## config.mk

```make
export PLATFORM = sky130hd
export DESIGN_NAME = rtc_dev_flat
export DESIGN_NICKNAME = d
export VERILOG_FILES = /design/src/inc/rtc_pkg.sv /design/src/inc/rtc_spi_if.sv /design/src/rtl/rtc_dev.sv /design/src/flat_wrapper.sv
export SDC_FILE = /design/constraint.sdc
export NUM_CORES = 1
export LEC_CHECK = 0
export ABC_AREA = 1
export BUFFER_PORTS_ARGS = -buffer_cell sky130_fd_sc_hd__buf_2
export CORE_MARGIN = 3
export CORE_UTILIZATION = 30
export CTS_CLUSTER_DIAMETER = 40
export CTS_CLUSTER_SIZE = 30
export DETAILED_ROUTE_END_ITERATION = 7
export MAX_ROUTING_LAYER = met4
export PLACE_DENSITY = 0.56
export SETUP_SLACK_MARGIN = 0.1
export SYNTH_ARGS = -nofsm -noshare
export SYNTH_HDL_FRONTEND = slang
export SYNTH_SLANG_ARGS = --single-unit
export TNS_END_PERCENT = 100
```

## constraint.sdc

```tcl
create_clock -name clk -period 2.7 [get_ports clk]
set_input_delay 0.405 -clock clk [delete_from_list [all_inputs] [get_ports clk]]
set_output_delay 0.405 -clock clk [all_outputs]
set_load 0.05 [all_outputs]
```

## src/inc/rtc_pkg.sv

```systemverilog
// Purpose: shared constants for the real-time clock device and its host end
// Assumes: 100 MHz clk, 16-bit serial frames, paged byte addresses
// Notes:   time fields are binary, one byte lane each on the link
package rtc_pkg;
  // clock and timing
  localparam int CLK_HZ        = 100_000_000;
  localparam int TICK_S        = 1;
  localparam int TICK_CYC      = TICK_S * CLK_HZ;
  localparam int SCLK_HALF_CYC = 8;
  localparam int FRAME_BITS    = 16;
  // frame layout
  localparam int WR_BIT        = 15;
  localparam int ADDR_MSB      = 14;
  localparam int ADDR_LSB      = 8;
  localparam int DATA_MSB      = 7;
  // pages
  localparam logic [7:0] PG_DATA  = 8'h00;
  localparam logic [7:0] PG_FLASH = 8'h02;
  localparam logic [7:0] PG_CFG   = 8'h03;
  // byte addresses within a page
  localparam logic [6:0] A_PAGE = 7'h00;
  localparam logic [6:0] A_CMD  = 7'h02;
  localparam logic [6:0] A_CFG  = 7'h0A;
  localparam logic [6:0] A_SEC  = 7'h78;
  localparam logic [6:0] A_MIN  = 7'h79;
  localparam logic [6:0] A_HOUR = 7'h7A;
  localparam logic [6:0] A_DAY  = 7'h7B;
  localparam logic [6:0] A_MON  = 7'h7C;
  localparam logic [6:0] A_YEAR = 7'h7D;
  localparam logic [6:0] A_FCNT = 7'h7C;
  // field positions
  localparam int CFG_MODE_BIT  = 0;
  localparam int CFG_DST_BIT   = 1;
  localparam int CMD_SAVE_BIT  = 3;
  // field limits
  localparam logic [7:0] SEC_MAX   = 8'h3B;
  localparam logic [7:0] MIN_MAX   = 8'h3B;
  localparam logic [7:0] HOUR_MAX  = 8'h17;
  localparam logic [7:0] DAY_MAX   = 8'h1F;
  localparam logic [7:0] DAY_30    = 8'h1E;
  localparam logic [7:0] DAY_FEB   = 8'h1C;
  localparam logic [7:0] DAY_LEAP  = 8'h1D;
  localparam logic [7:0] MON_MAX   = 8'h0C;
  localparam logic [7:0] YEAR_MAX  = 8'h63;
  localparam logic [7:0] CAL_MIN   = 8'h01;
  localparam logic [7:0] TIME_RST  = 8'h00;
  // host register offsets (byte addresses)
  localparam logic [3:0] AV_TX   = 4'h0;
  localparam logic [3:0] AV_RX   = 4'h4;
  localparam logic [3:0] AV_STAT = 4'h8;
endpackage

```

## src/inc/rtc_spi_if.sv

```systemverilog
`timescale 1ns/10ps
// Purpose: serial link between host end and clock device
// Assumes: host makes sclk from its own clock, idle high
// Notes:   plain wires, no clocking block
interface rtc_spi_if;
  logic sclk;
  logic cs_n;
  logic mosi;
  logic miso;
  modport dev (input sclk, input cs_n, input mosi, output miso);
  modport host (output sclk, output cs_n, output mosi, input miso);
endinterface

```

## src/rtl/rtc_dev.sv

```systemverilog
// Purpose: real-time clock device end, paged registers over the serial link
// Assumes: link pins synchronised here, sclk half period of at least 6 clk
// Notes:   one tick counter; staged set lands only on a tick
// Operation
// - config bit selects stopwatch or calendar mode
// - stopwatch mode starts all fields at zero
// - host writes seconds first, year byte last
// - staged fields wait for year byte write
// - loaded values appear at next seconds tick
// - year write always last, activates staging
// - minutes bits 13:8, seconds bits 5:0
// - day bits 12:8, hours bits 5:0
// - year bits 14:8, month bits 3:0
// - second config bit for daylight saving
// - host selects calendar mode before loading time
// - command bit 3 saves settings to flash
// - timer runs unpowered; reads need main power
// - flash save counts one write cycle
//
// Chosen here: register access over Avalon-MM.
`timescale 1ns/10ps
module rtc_dev #(
  parameter int TICK_CYCLES = rtc_pkg::TICK_CYC
) (
  // clock and reset
  input  wire logic        clk,
  input  wire logic        rst_n,
  input  wire logic        ce,
  // link
  rtc_spi_if.dev           spi,
  // supply status
  input  wire logic        main_pwr_ok,
  // user side
  output logic             cal_mode,
  output logic             dst_en,
  output logic             flash_save,
  output logic [15:0]      flash_count
);
  logic [2:0]  sclk_s;
  logic [2:0]  cs_s;
  logic [1:0]  mosi_s;
  logic [4:0]  bit_cnt_r;
  logic [15:0] rx_sh_r;
  logic [15:0] tx_sh_r;
  logic [15:0] resp_r;
  logic [7:0]  page_r;
  logic [31:0] tick_cnt_r;
  logic        tick;
  logic        load_pend_r;
  logic [7:0]  sec_r, min_r, hour_r, day_r, mon_r, year_r;
  logic [7:0]  st_sec_r, st_min_r, st_hour_r, st_day_r, st_mon_r, st_year_r;
  logic [7:0]  sec_nxt, min_nxt, hour_nxt, day_nxt, mon_nxt, year_nxt;
  logic [7:0]  day_lim, cal_lo;
  logic        frame_go;
  logic        wr;
  logic [6:0]  addr;
  logic [7:0]  dat;
  logic [15:0] rd_word;
  logic        sclk_rise, sclk_fall, cs_fall;

  function automatic logic [7:0] wrap_inc(input logic [7:0] v, input logic [7:0] hi, input logic [7:0] lo);
    return (v >= hi) ? lo : v + 8'h01;
  endfunction

  function automatic logic [7:0] month_len(input logic [7:0] m, input logic [7:0] y);
    logic [7:0] n;
    n = rtc_pkg::DAY_MAX;
    if (m == 8'h02) begin
      n = (y[1:0] == 2'b00) ? rtc_pkg::DAY_LEAP : rtc_pkg::DAY_FEB;
    end else if (m == 8'h04 || m == 8'h06 || m == 8'h09 || m == 8'h0B) begin
      n = rtc_pkg::DAY_30;
    end
    return n;
  endfunction

  // link pins pass two flops before use
  always_ff @(posedge clk or negedge rst_n) begin
    if (!rst_n) begin
      sclk_s <= 3'b111;
      cs_s   <= 3'b111;
      mosi_s <= 2'b00;
    end else if (ce) begin
      sclk_s <= {sclk_s[1:0], spi.sclk};
      cs_s   <= {cs_s[1:0], spi.cs_n};
      mosi_s <= {mosi_s[0], spi.mosi};
    end
  end

  assign sclk_rise = sclk_s[1] & ~sclk_s[2] & ~cs_s[1];
  assign sclk_fall = ~sclk_s[1] & sclk_s[2] & ~cs_s[1];
  assign cs_fall   = ~cs_s[1] & cs_s[2];
  assign frame_go  = cs_s[1] & ~cs_s[2] & (bit_cnt_r == 5'(rtc_pkg::FRAME_BITS));
  assign wr        = rx_sh_r[rtc_pkg::WR_BIT] & main_pwr_ok;
  assign addr      = rx_sh_r[rtc_pkg::ADDR_MSB:rtc_pkg::ADDR_LSB];
  assign dat       = rx_sh_r[rtc_pkg::DATA_MSB:0];

  // shift in on rise, out on fall after first bit
  always_ff @(posedge clk or negedge rst_n) begin
    if (!rst_n) begin
      bit_cnt_r <= 5'h00;
      rx_sh_r   <= 16'h0000;
      tx_sh_r   <= 16'h0000;
    end else if (ce) begin
      if (cs_fall) begin
        bit_cnt_r <= 5'h00;
        tx_sh_r   <= resp_r;
      end else if (sclk_rise) begin
        bit_cnt_r <= bit_cnt_r + 5'h01;
        rx_sh_r   <= {rx_sh_r[14:0], mosi_s[1]};
      end else if (sclk_fall && bit_cnt_r != 5'h00) begin
        tx_sh_r   <= {tx_sh_r[14:0], 1'b0};
      end
    end
  end

  assign spi.miso = tx_sh_r[15];

  // read word for the even address; answer goes out next frame
  always_comb begin
    rd_word = 16'h0000;
    if (addr[6:1] == rtc_pkg::A_PAGE[6:1]) begin
      rd_word = {8'h00, page_r};
    end else if (page_r == rtc_pkg::PG_DATA) begin
      if (addr[6:1] == rtc_pkg::A_SEC[6:1]) begin
        rd_word = {2'b00, min_r[5:0], 2'b00, sec_r[5:0]};
      end else if (addr[6:1] == rtc_pkg::A_HOUR[6:1]) begin
        rd_word = {3'b000, day_r[4:0], 2'b00, hour_r[5:0]};
      end else if (addr[6:1] == rtc_pkg::A_MON[6:1]) begin
        rd_word = {1'b0, year_r[6:0], 4'h0, mon_r[3:0]};
      end
    end else if (page_r == rtc_pkg::PG_CFG && addr[6:1] == rtc_pkg::A_CFG[6:1]) begin
      rd_word = {14'h0000, dst_en, cal_mode};
    end else if (page_r == rtc_pkg::PG_FLASH && addr[6:1] == rtc_pkg::A_FCNT[6:1]) begin
      rd_word = flash_count;
    end
  end

  // no read service without main power
  always_ff @(posedge clk or negedge rst_n) begin
    if (!rst_n) begin
      resp_r <= 16'h0000;
    end else if (ce && frame_go) begin
      resp_r <= (main_pwr_ok && !rx_sh_r[rtc_pkg::WR_BIT]) ? rd_word : 16'h0000;
    end
  end

  // page, config, command
  always_ff @(posedge clk or negedge rst_n) begin
    if (!rst_n) begin
      page_r      <= rtc_pkg::PG_DATA;
      cal_mode    <= 1'b0;
      dst_en      <= 1'b0;
      flash_save  <= 1'b0;
      flash_count <= 16'h0000;
    end else if (ce) begin
      flash_save <= 1'b0;
      if (frame_go && wr) begin
        if (addr == rtc_pkg::A_PAGE) begin
          page_r <= dat;
        end else if (page_r == rtc_pkg::PG_CFG && addr == rtc_pkg::A_CFG) begin
          cal_mode <= dat[rtc_pkg::CFG_MODE_BIT];
          dst_en   <= dat[rtc_pkg::CFG_DST_BIT];
        end else if (page_r == rtc_pkg::PG_CFG && addr == rtc_pkg::A_CMD && dat[rtc_pkg::CMD_SAVE_BIT]) begin
          flash_save  <= 1'b1;
          flash_count <= flash_count + 16'h0001;
        end
      end
    end
  end

  always_ff @(posedge clk or negedge rst_n) begin
    if (!rst_n) begin
      st_sec_r  <= rtc_pkg::TIME_RST;
      st_min_r  <= rtc_pkg::TIME_RST;
      st_hour_r <= rtc_pkg::TIME_RST;
      st_day_r  <= rtc_pkg::TIME_RST;
      st_mon_r  <= rtc_pkg::TIME_RST;
      st_year_r <= rtc_pkg::TIME_RST;
    end else if (ce && frame_go && wr && page_r == rtc_pkg::PG_DATA) begin
      if (addr == rtc_pkg::A_SEC)  st_sec_r  <= {2'b00, dat[5:0]};
      if (addr == rtc_pkg::A_MIN)  st_min_r  <= {2'b00, dat[5:0]};
      if (addr == rtc_pkg::A_HOUR) st_hour_r <= {2'b00, dat[5:0]};
      if (addr == rtc_pkg::A_DAY)  st_day_r  <= {3'b000, dat[4:0]};
      if (addr == rtc_pkg::A_MON)  st_mon_r  <= {4'h0, dat[3:0]};
      if (addr == rtc_pkg::A_YEAR) st_year_r <= {1'b0, dat[6:0]};
    end
  end

  // year write arms the load; set beats the tick clear
  always_ff @(posedge clk or negedge rst_n) begin
    if (!rst_n) begin
      load_pend_r <= 1'b0;
    end else if (ce) begin
      if (frame_go && wr && page_r == rtc_pkg::PG_DATA && addr == rtc_pkg::A_YEAR) begin
        load_pend_r <= 1'b1;
      end else if (tick) begin
        load_pend_r <= 1'b0;
      end
    end
  end

  // seconds tick, runs whenever ce is high so unpowered main logic never stops it
  always_ff @(posedge clk or negedge rst_n) begin
    if (!rst_n) begin
      tick_cnt_r <= 32'h0000_0000;
    end else if (ce) begin
      tick_cnt_r <= tick ? 32'h0000_0000 : tick_cnt_r + 32'h0000_0001;
    end
  end

  assign tick = (tick_cnt_r == 32'(TICK_CYCLES - 1));

  // carry chain, calendar uses month lengths
  always_comb begin
    day_lim  = cal_mode ? month_len(mon_r, year_r) : rtc_pkg::DAY_MAX;
    cal_lo   = cal_mode ? rtc_pkg::CAL_MIN : rtc_pkg::TIME_RST;
    sec_nxt  = wrap_inc(sec_r, rtc_pkg::SEC_MAX, rtc_pkg::TIME_RST);
    min_nxt  = min_r;
    hour_nxt = hour_r;
    day_nxt  = day_r;
    mon_nxt  = mon_r;
    year_nxt = year_r;
    if (sec_r >= rtc_pkg::SEC_MAX) begin
      min_nxt = wrap_inc(min_r, rtc_pkg::MIN_MAX, rtc_pkg::TIME_RST);
      if (min_r >= rtc_pkg::MIN_MAX) begin
        hour_nxt = wrap_inc(hour_r, rtc_pkg::HOUR_MAX, rtc_pkg::TIME_RST);
        if (hour_r >= rtc_pkg::HOUR_MAX) begin
          day_nxt = wrap_inc(day_r, day_lim, cal_lo);
          if (day_r >= day_lim) begin
            mon_nxt = wrap_inc(mon_r, rtc_pkg::MON_MAX, cal_lo);
            if (mon_r >= rtc_pkg::MON_MAX) begin
              year_nxt = wrap_inc(year_r, rtc_pkg::YEAR_MAX, rtc_pkg::TIME_RST);
            end
          end
        end
      end
    end
  end

  always_ff @(posedge clk or negedge rst_n) begin
    if (!rst_n) begin
      sec_r  <= rtc_pkg::TIME_RST;
      min_r  <= rtc_pkg::TIME_RST;
      hour_r <= rtc_pkg::TIME_RST;
      day_r  <= rtc_pkg::TIME_RST;
      mon_r  <= rtc_pkg::TIME_RST;
      year_r <= rtc_pkg::TIME_RST;
    end else if (ce && tick) begin
      // staged set lands on the tick
      if (load_pend_r) begin
        sec_r  <= st_sec_r;
        min_r  <= st_min_r;
        hour_r <= st_hour_r;
        day_r  <= st_day_r;
        mon_r  <= st_mon_r;
        year_r <= st_year_r;
      end else begin
        sec_r  <= sec_nxt;
        min_r  <= min_nxt;
        hour_r <= hour_nxt;
        day_r  <= day_nxt;
        mon_r  <= mon_nxt;
        year_r <= year_nxt;
      end
    end
  end
endmodule

```

## src/flat_wrapper.sv

```systemverilog
// flat-port wrapper written by rule: the top's interface ports become plain ports
module rtc_dev_flat 
#(
  parameter int TICK_CYCLES = rtc_pkg::TICK_CYC
)
  (clk, rst_n, ce, main_pwr_ok, cal_mode, dst_en, flash_save, flash_count, spi_sclk, spi_cs_n, spi_mosi, spi_miso);
  rtc_spi_if spi_i ();
  input  wire logic clk;
  input  wire logic rst_n;
  input  wire logic ce;
  input  wire logic main_pwr_ok;
  output logic cal_mode;
  output logic dst_en;
  output logic flash_save;
  output logic [15:0] flash_count;
  input wire logic [$bits(spi_i.sclk)-1:0] spi_sclk;
  input wire logic [$bits(spi_i.cs_n)-1:0] spi_cs_n;
  input wire logic [$bits(spi_i.mosi)-1:0] spi_mosi;
  output wire logic [$bits(spi_i.miso)-1:0] spi_miso;
  assign spi_i.sclk = spi_sclk;
  assign spi_i.cs_n = spi_cs_n;
  assign spi_i.mosi = spi_mosi;
  assign spi_miso = spi_i.miso;
  rtc_dev #(.TICK_CYCLES(TICK_CYCLES)) u_core (.clk(clk), .rst_n(rst_n), .ce(ce), .spi(spi_i), .main_pwr_ok(main_pwr_ok), .cal_mode(cal_mode), .dst_en(dst_en), .flash_save(flash_save), .flash_count(flash_count));
endmodule
```

### Word level (Yosys, flattened, before mapping)

Index checks and enable logic that the tools add are counted.

| word-level totals | value |
|---|---|
| register bits after elaboration | 203 |
| input port bits | 7 |
| output and inout port bits | 20 |
| logic and storage cells | 179 |

| cells by class | value |
|---|---|
| add/sub/neg operators | 9 |
| magnitude comparators | 6 |
| equality and inequality tests | 22 |
| mux-type cells | 52 |
| bitwise operators | 15 |
| reductions and logical operators | 49 |

Operator list:

| operator | number |
|---|---|
| 8-bit 2-to-1 mux | 29 |
| 16-bit 2-to-1 mux | 10 |
| 8-bit by 1-bit adder with 8-bit output (second input constant) | 6 |
| 7-bit equality test (second input constant) | 6 |
| 32-bit by 1-bit adder with 32-bit output (second input constant) | 1 |
| 32-bit by 27-bit equality test with 1-bit output (second input constant) | 1 |
| 32-bit 2-to-1 mux | 1 |
| 8-bit by 2-bit equality test with 1-bit output (second input constant) | 3 |
| 6-bit equality test (second input constant) | 3 |
| 2-bit AND reduction | 9 |
| 16-bit by 1-bit adder with 16-bit output (second input constant) | 1 |
| 8-bit by 3-bit equality test with 1-bit output (second input constant) | 2 |
| 8-bit by 4-bit equality test with 1-bit output (second input constant) | 2 |
| 8-bit by 6-bit greater-or-equal comparator with 1-bit output (second input constant) | 2 |
| 2-bit nonzero test | 8 |
| 15-bit 2-to-1 mux | 1 |
| 1-bit logical AND | 14 |
| 3-bit AND reduction | 4 |
| 5-bit 2-to-1 mux | 2 |
| 5-bit AND reduction | 2 |
| 1-bit 2-to-1 mux | 9 |
| 1-bit AND | 8 |
| 8-bit by 4-bit greater-or-equal comparator with 1-bit output (second input constant) | 1 |
| 8-bit by 5-bit greater-or-equal comparator with 1-bit output (second input constant) | 1 |
| other kinds (18) | 27 |

### Longest topological paths before layout

| depth | value |
|---|---|
| depth in word-level cells | 13 |
| mapped depth | 17 |
| mapped depth without buffers | 17 |

### Worst setup path before layout

OpenSTA, ideal clock, no wires.

| timing path | value |
|---|---|
| path type | flip-flop to flip-flop |
| from | reg u_core.cal_mode |
| to | reg u_core.mon_r[3] |
| library setup time | 0.117 ns |
| arrival | 2.231 ns |
| required time | 2.583 ns |
| slack | 0.353 ns |
| cell stages (with the launch flop) | 16 |
| path buffers | 0 |
| period minus slack after synthesis | 2.347 ns |
| cells stage by stage | dfrtp_1 > o21ai_0 > nor3_1 > a21oi_1 > ha_1 > inv_1 > nand2_1 > nand2_1 > nand2_1 > nand2_1 > nand3_1 > nand2_1 > nor2_4 > nand2_1 > nand2_1 > nand2_1 |

| on the way | value |
|---|---|
| longest elaborated chain between the ends | 4 |

RTL lines:

| item | RTL line | text |
|---|---|---|
| from (decl) | rtc_dev.sv:34 | `output logic cal_mode,` |
| from (signal assigned) | rtc_dev.sv:161 | `cal_mode <= dat[rtc_pkg::CFG_MODE_BIT];` |
| 8-bit 2-to-1 mux | rtc_dev.sv:215 | `day_lim = cal_mode ? month_len(mon_r, year_r) : rtc_pkg::DAY_MAX;` |
| 8-bit greater-or-equal comparator | rtc_dev.sv:229 | `if (day_r >= day_lim) begin` |
| 2-bit nonzero test (no line) | -- |  |
| 5-bit AND reduction (no line) | -- |  |
| to (signal assigned) | rtc_dev.sv:246 | `mon_r <= rtc_pkg::TIME_RST;` |
| to (signal assigned) | rtc_dev.sv:255 | `mon_r <= st_mon_r;` |
| to (signal assigned) | rtc_dev.sv:262 | `mon_r <= mon_nxt;` |
| to (decl) | rtc_dev.sv:50 | `logic [7:0] sec_r, min_r, hour_r, day_r, mon_r, year_r;` |

Every way passes these cells.
A chain may end at the register's enable or synchronous reset.

### Worst setup path after layout

| timing path | value |
|---|---|
| from | reg u_core.mon_r[0] |
| to | reg u_core.year_r[6] |

| on the way | value |
|---|---|
| longest elaborated chain between the ends | 10 |
| elaborated cells between the ends (all ways) | 16 |
| classes of those cells | 2 x order compare; 5 x eq/ne; 3 x mux; 6 x reduce/logical |

RTL lines:

| item | RTL line | text |
|---|---|---|
| 8-bit by 3-bit equality test with 1-bit output | rtc_dev.sv:70 | `end else if (m == 8'h04 \|\| m == 8'h06 \|\| m == 8'h09 \|\| m == 8'h0B) begin` |
| 1-bit logical OR (3 in series) | rtc_dev.sv:70 |  |
| 1-bit 2-to-1 mux | rtc_dev.sv:70 |  |
| 8-bit 2-to-1 mux | rtc_dev.sv:68 | `if (m == 8'h02) begin` |
| 8-bit 2-to-1 mux | rtc_dev.sv:215 |  |
| 8-bit greater-or-equal comparator | rtc_dev.sv:229 |  |
| 2-bit nonzero test (no line) | -- |  |
| 6-bit AND reduction (no line) * | -- |  |
| to (signal assigned) | rtc_dev.sv:247 | `year_r <= rtc_pkg::TIME_RST;` |
| to (signal assigned) | rtc_dev.sv:256 | `year_r <= st_year_r;` |
| to (signal assigned) | rtc_dev.sv:263 | `year_r <= year_nxt;` |
| to (decl) | rtc_dev.sv:50 |  |

Every way passes the cells marked *; elsewhere a longest branch is shown, timed or not.

==> results.cfg <==
[status]
status = completed

[cts]
clock-sinks = 203
h-tree-depth = 2
cts_tree = done
cts_root_buf = clkbuf_16
cts.clk_slew.worst_paths_ns = 0.05
cts_inserted_buffers = 37
clk_latency_ns = 0.54
clk_path_buf_depth = 3

[routing]
drt_iter0_markers = 738
via_per_inst = 4.80
wl_per_cell_um = 14.7
ant_nets = 0
via_count = 9884
remaining_drc_errors = 0
dr.pass1.iters = 5
routed_wl_um = 30300

[global_routing]
grt.overflow.total = 0
grt_max_degree = 60
grt_use_total = 0.164
grt_pass1_vias = 9609
antenna_found_initial = 0
grt_pass1_wl_um = 50300

[worst_setup_path]
critPathMaxFanout = 8
cp-end-kind = flip-flop
r2r-start = u_core.mon_r[0]
cp-startpoint = u_core.mon_r[0]
critPathArrivalTime_ns = 2.78
crit_type = reg2reg
critPathLaunchType = flip-flop
cp.required_ns = 3.10

[floorplan]
core_area_um2 = 35900
row_count = 69
num_io_pins = 27
die_w_um = 198
start_util = 0.307
die_h_um = 198
dieArea_um2 = 39100

[worst_hold_path]
min_from = spi_sclk
worstHoldPathType = in2reg

[layout]
final_cell_area_um2 = 13200
fin_nets = 1591
area_growth_pct = 19.5
n_antenna_cell = 0
drive_above_1_share = 0.116

[timing]
timing_hold_violations_final = 0
setup_viol = 0
finalClockSkew_ns = 0.0264
worst_pin_slew_ns = 0.692
slew_viol_final = 0
finalCritPeriodShare = 0.882
fin_setup_tns_ns = 0
maxSlewHeadroom = 0.535
fmax_mhz = 420
rsz0062_at_grt = false
period_minus_slack_ns = 2.38

[pwr]
swShare = 0.293
power_density_nw_per_um2 = 735
pwr-share-seq = 0.371
clkPwrFrac = 0.507
p_leak_nw = 6.36
p_int_w = 0.00685
p_sw_w = 0.00284
pwr-share-comb = 0.122
ir_drop_mv = 0.344

[synthesis]
syn_area_um2 = 11000
synth_cells = 1510
synth_common_cells = 506 x nand2_1, 197 x dfrtp_1, 159 x inv_1
synthFlopType = dfrtp_1
syn_nets = 1533
synth_seq_cells = 203
ys_warn_count = 0
synth.area.top_cells = dfrtp_1 45%, nand2_1 17%, nand3_1 5.7%
synth.most_common_cell = nand2_1
ys_types = 45
avgSynthCellArea_um2 = 7.31
async_flop_share = 1.00
synth_top_area_frac = 0.447
ys_seq_area_frac = 0.461
synth-edff-count = 0
yosysTopAreaCell = dfrtp_1

[place]
place_area_um2 = 11800
io_buffers = 26
hpwlAfterDp_um = 21500
gp_congestion = 0.896

[job]
drv_cap = 0
==> power groups by stage <==
stage	sequential, W	clock [W]	combinational (W)
3_3_place_gp	0.00363	0	0.00118
2_1_floorplan	0.00359	0	0.000756
5_1_grt	0.00363	0.00520	0.00135
3_5_place_dp	0.00364	0	0.00120
6_report	0.00359	0.00492	0.00118
4_1_cts	0.00359	0.00503	0.00120
==> what timing repair did <==
| action | CTS | global route |
|---|---|---|
| buffers inserted | 0 | 5 |
| endpoints found under the hold margin | 55 | 0 |
| resized for setup | 0 | 13 |
| setup endpoints to repair | 0 | 19 |
| hold buffers | 1 | 0 |
==> layout make-up <==
class                      count  area (um2)
tap                          461         577
clock buffer                  46        1040
timing repair buffer          55         392
sequential                   203        5090
inverter                     166         623
fill                        3754       22700
clock inverter                22         274
multi-input combinational   1105        5190
==> per-stage QoR <==
stage / std cells / total power [W] / utilization / setup slack [ns] / hold slack, ns
floorplan: 1510 / 0.00435 / - / 0.353 / 0.109
global placement: 1984 / 0.00482 / 0.328 / 0.324 / 0.432
detailed placement: 1984 / 0.00483 / 0.328 / 0.251 / 0.438
CTS: 2053 / 0.00982 / 0.365 / 0.218 / 0.0484
global route: 2058 / 0.0102 / 0.367 / 0.118 / 0.0632
finish: 2058 / 0.00969 / 0.367 / 0.319 / 0.0734
==> layer usage <==
| metal | part of all wire | vias to the layer above | GRT usage |
|---|---|---|---|
| li1 | - | 4967 | - |
| met1 | 0.48 | 4626 | 0.220 |
| met2 | 0.44 | 229 | 0.248 |
| met5 | 0 | - | - |
| met4 | 0.026 | 0 | 0.0537 |
| met3 | 0.049 | 62 | 0.0357 |
==> sequential cells by signal (all words and copies together), names as in the netlist, 6 cells and up <==
| signal | count |
|---|---|
| u_core.st_year_r | 7 |
| u_core.st_sec_r | 6 |
| u_core.page_r | 8 |
| u_core.st_hour_r | 6 |
| u_core.mon_r | 8 |
| u_core.tick_cnt_r | 32 |
| u_core.rx_sh_r | 16 |
| u_core.hour_r | 8 |
| u_core.sec_r | 8 |
| u_core.flash_count | 16 |
| u_core.resp_r | 16 |
| u_core.day_r | 8 |
| u_core.year_r | 8 |
| u_core.st_min_r | 6 |
| u_core.min_r | 8 |
| u_core.tx_sh_r | 16 |
==> cells by family (layout without fill, tap and decap cells) <==
logic type,count (synthesis),count (layout),synth area share
flip-flops,203,203,0.461
buffers and inverters,202,289,0.0721
XOR/XNOR,18,18,0.0143
AND/OR/NAND/NOR,888,888,0.343
adder cells (fa/ha/maj),16,16,0.0181
AO/OA/AOI/OAI,183,183,0.0909
==> path summary, 6_finish.rpt <==
check | cells after the start | slack [ns] | to
worst max-delay path | 16 | 0.32 | u_core.year_r[6]
worst min-delay path | 3 | 0.07 | u_core.sclk_s[0]
worst max register to register | 16 | 0.32 | u_core.year_r[6]
worst min register to register | 2 | 0.45 | u_core.day_r[7]
max in group asynchronous | 3 | 1.49 | u_core.sec_r[7]
min in group asynchronous | 2 | 0.42 | u_core.year_r[7]
==> worst max-delay path, cell delays in order, from the launching register on <==
cell,delay (ns)
dfrtp_2,0.44
ha_1,0.24
nor3_1,0.25
nor3_1,0.08
a21oi_1,0.15
ha_1,0.14
inv_1,0.03
nand2_1,0.05
nand2_1,0.05
nand2_1,0.06
nand2_2,0.07
nand3_2,0.07
nand2_1,0.08
nor2_4,0.28
nand2_4,0.12
nand2_1,0.09
nand2_1,0.05
==> cell usage in the layout, fill, tap and decap left out, drive strengths merged, types with 27 or more instances in the layout <==
cell type | netlist | routed
a21oi | 27 | 27
buf | 19 | 53
clkbuf | 17 | 47
nor3 | 32 | 32
dfrtp | 197 | 197
nand3 | 130 | 130
nand2 | 516 | 516
inv | 165 | 175
nor2 | 167 | 167
o21ai | 127 | 127
nand4 | 27 | 27
Power figures use the tool's default switching activity.
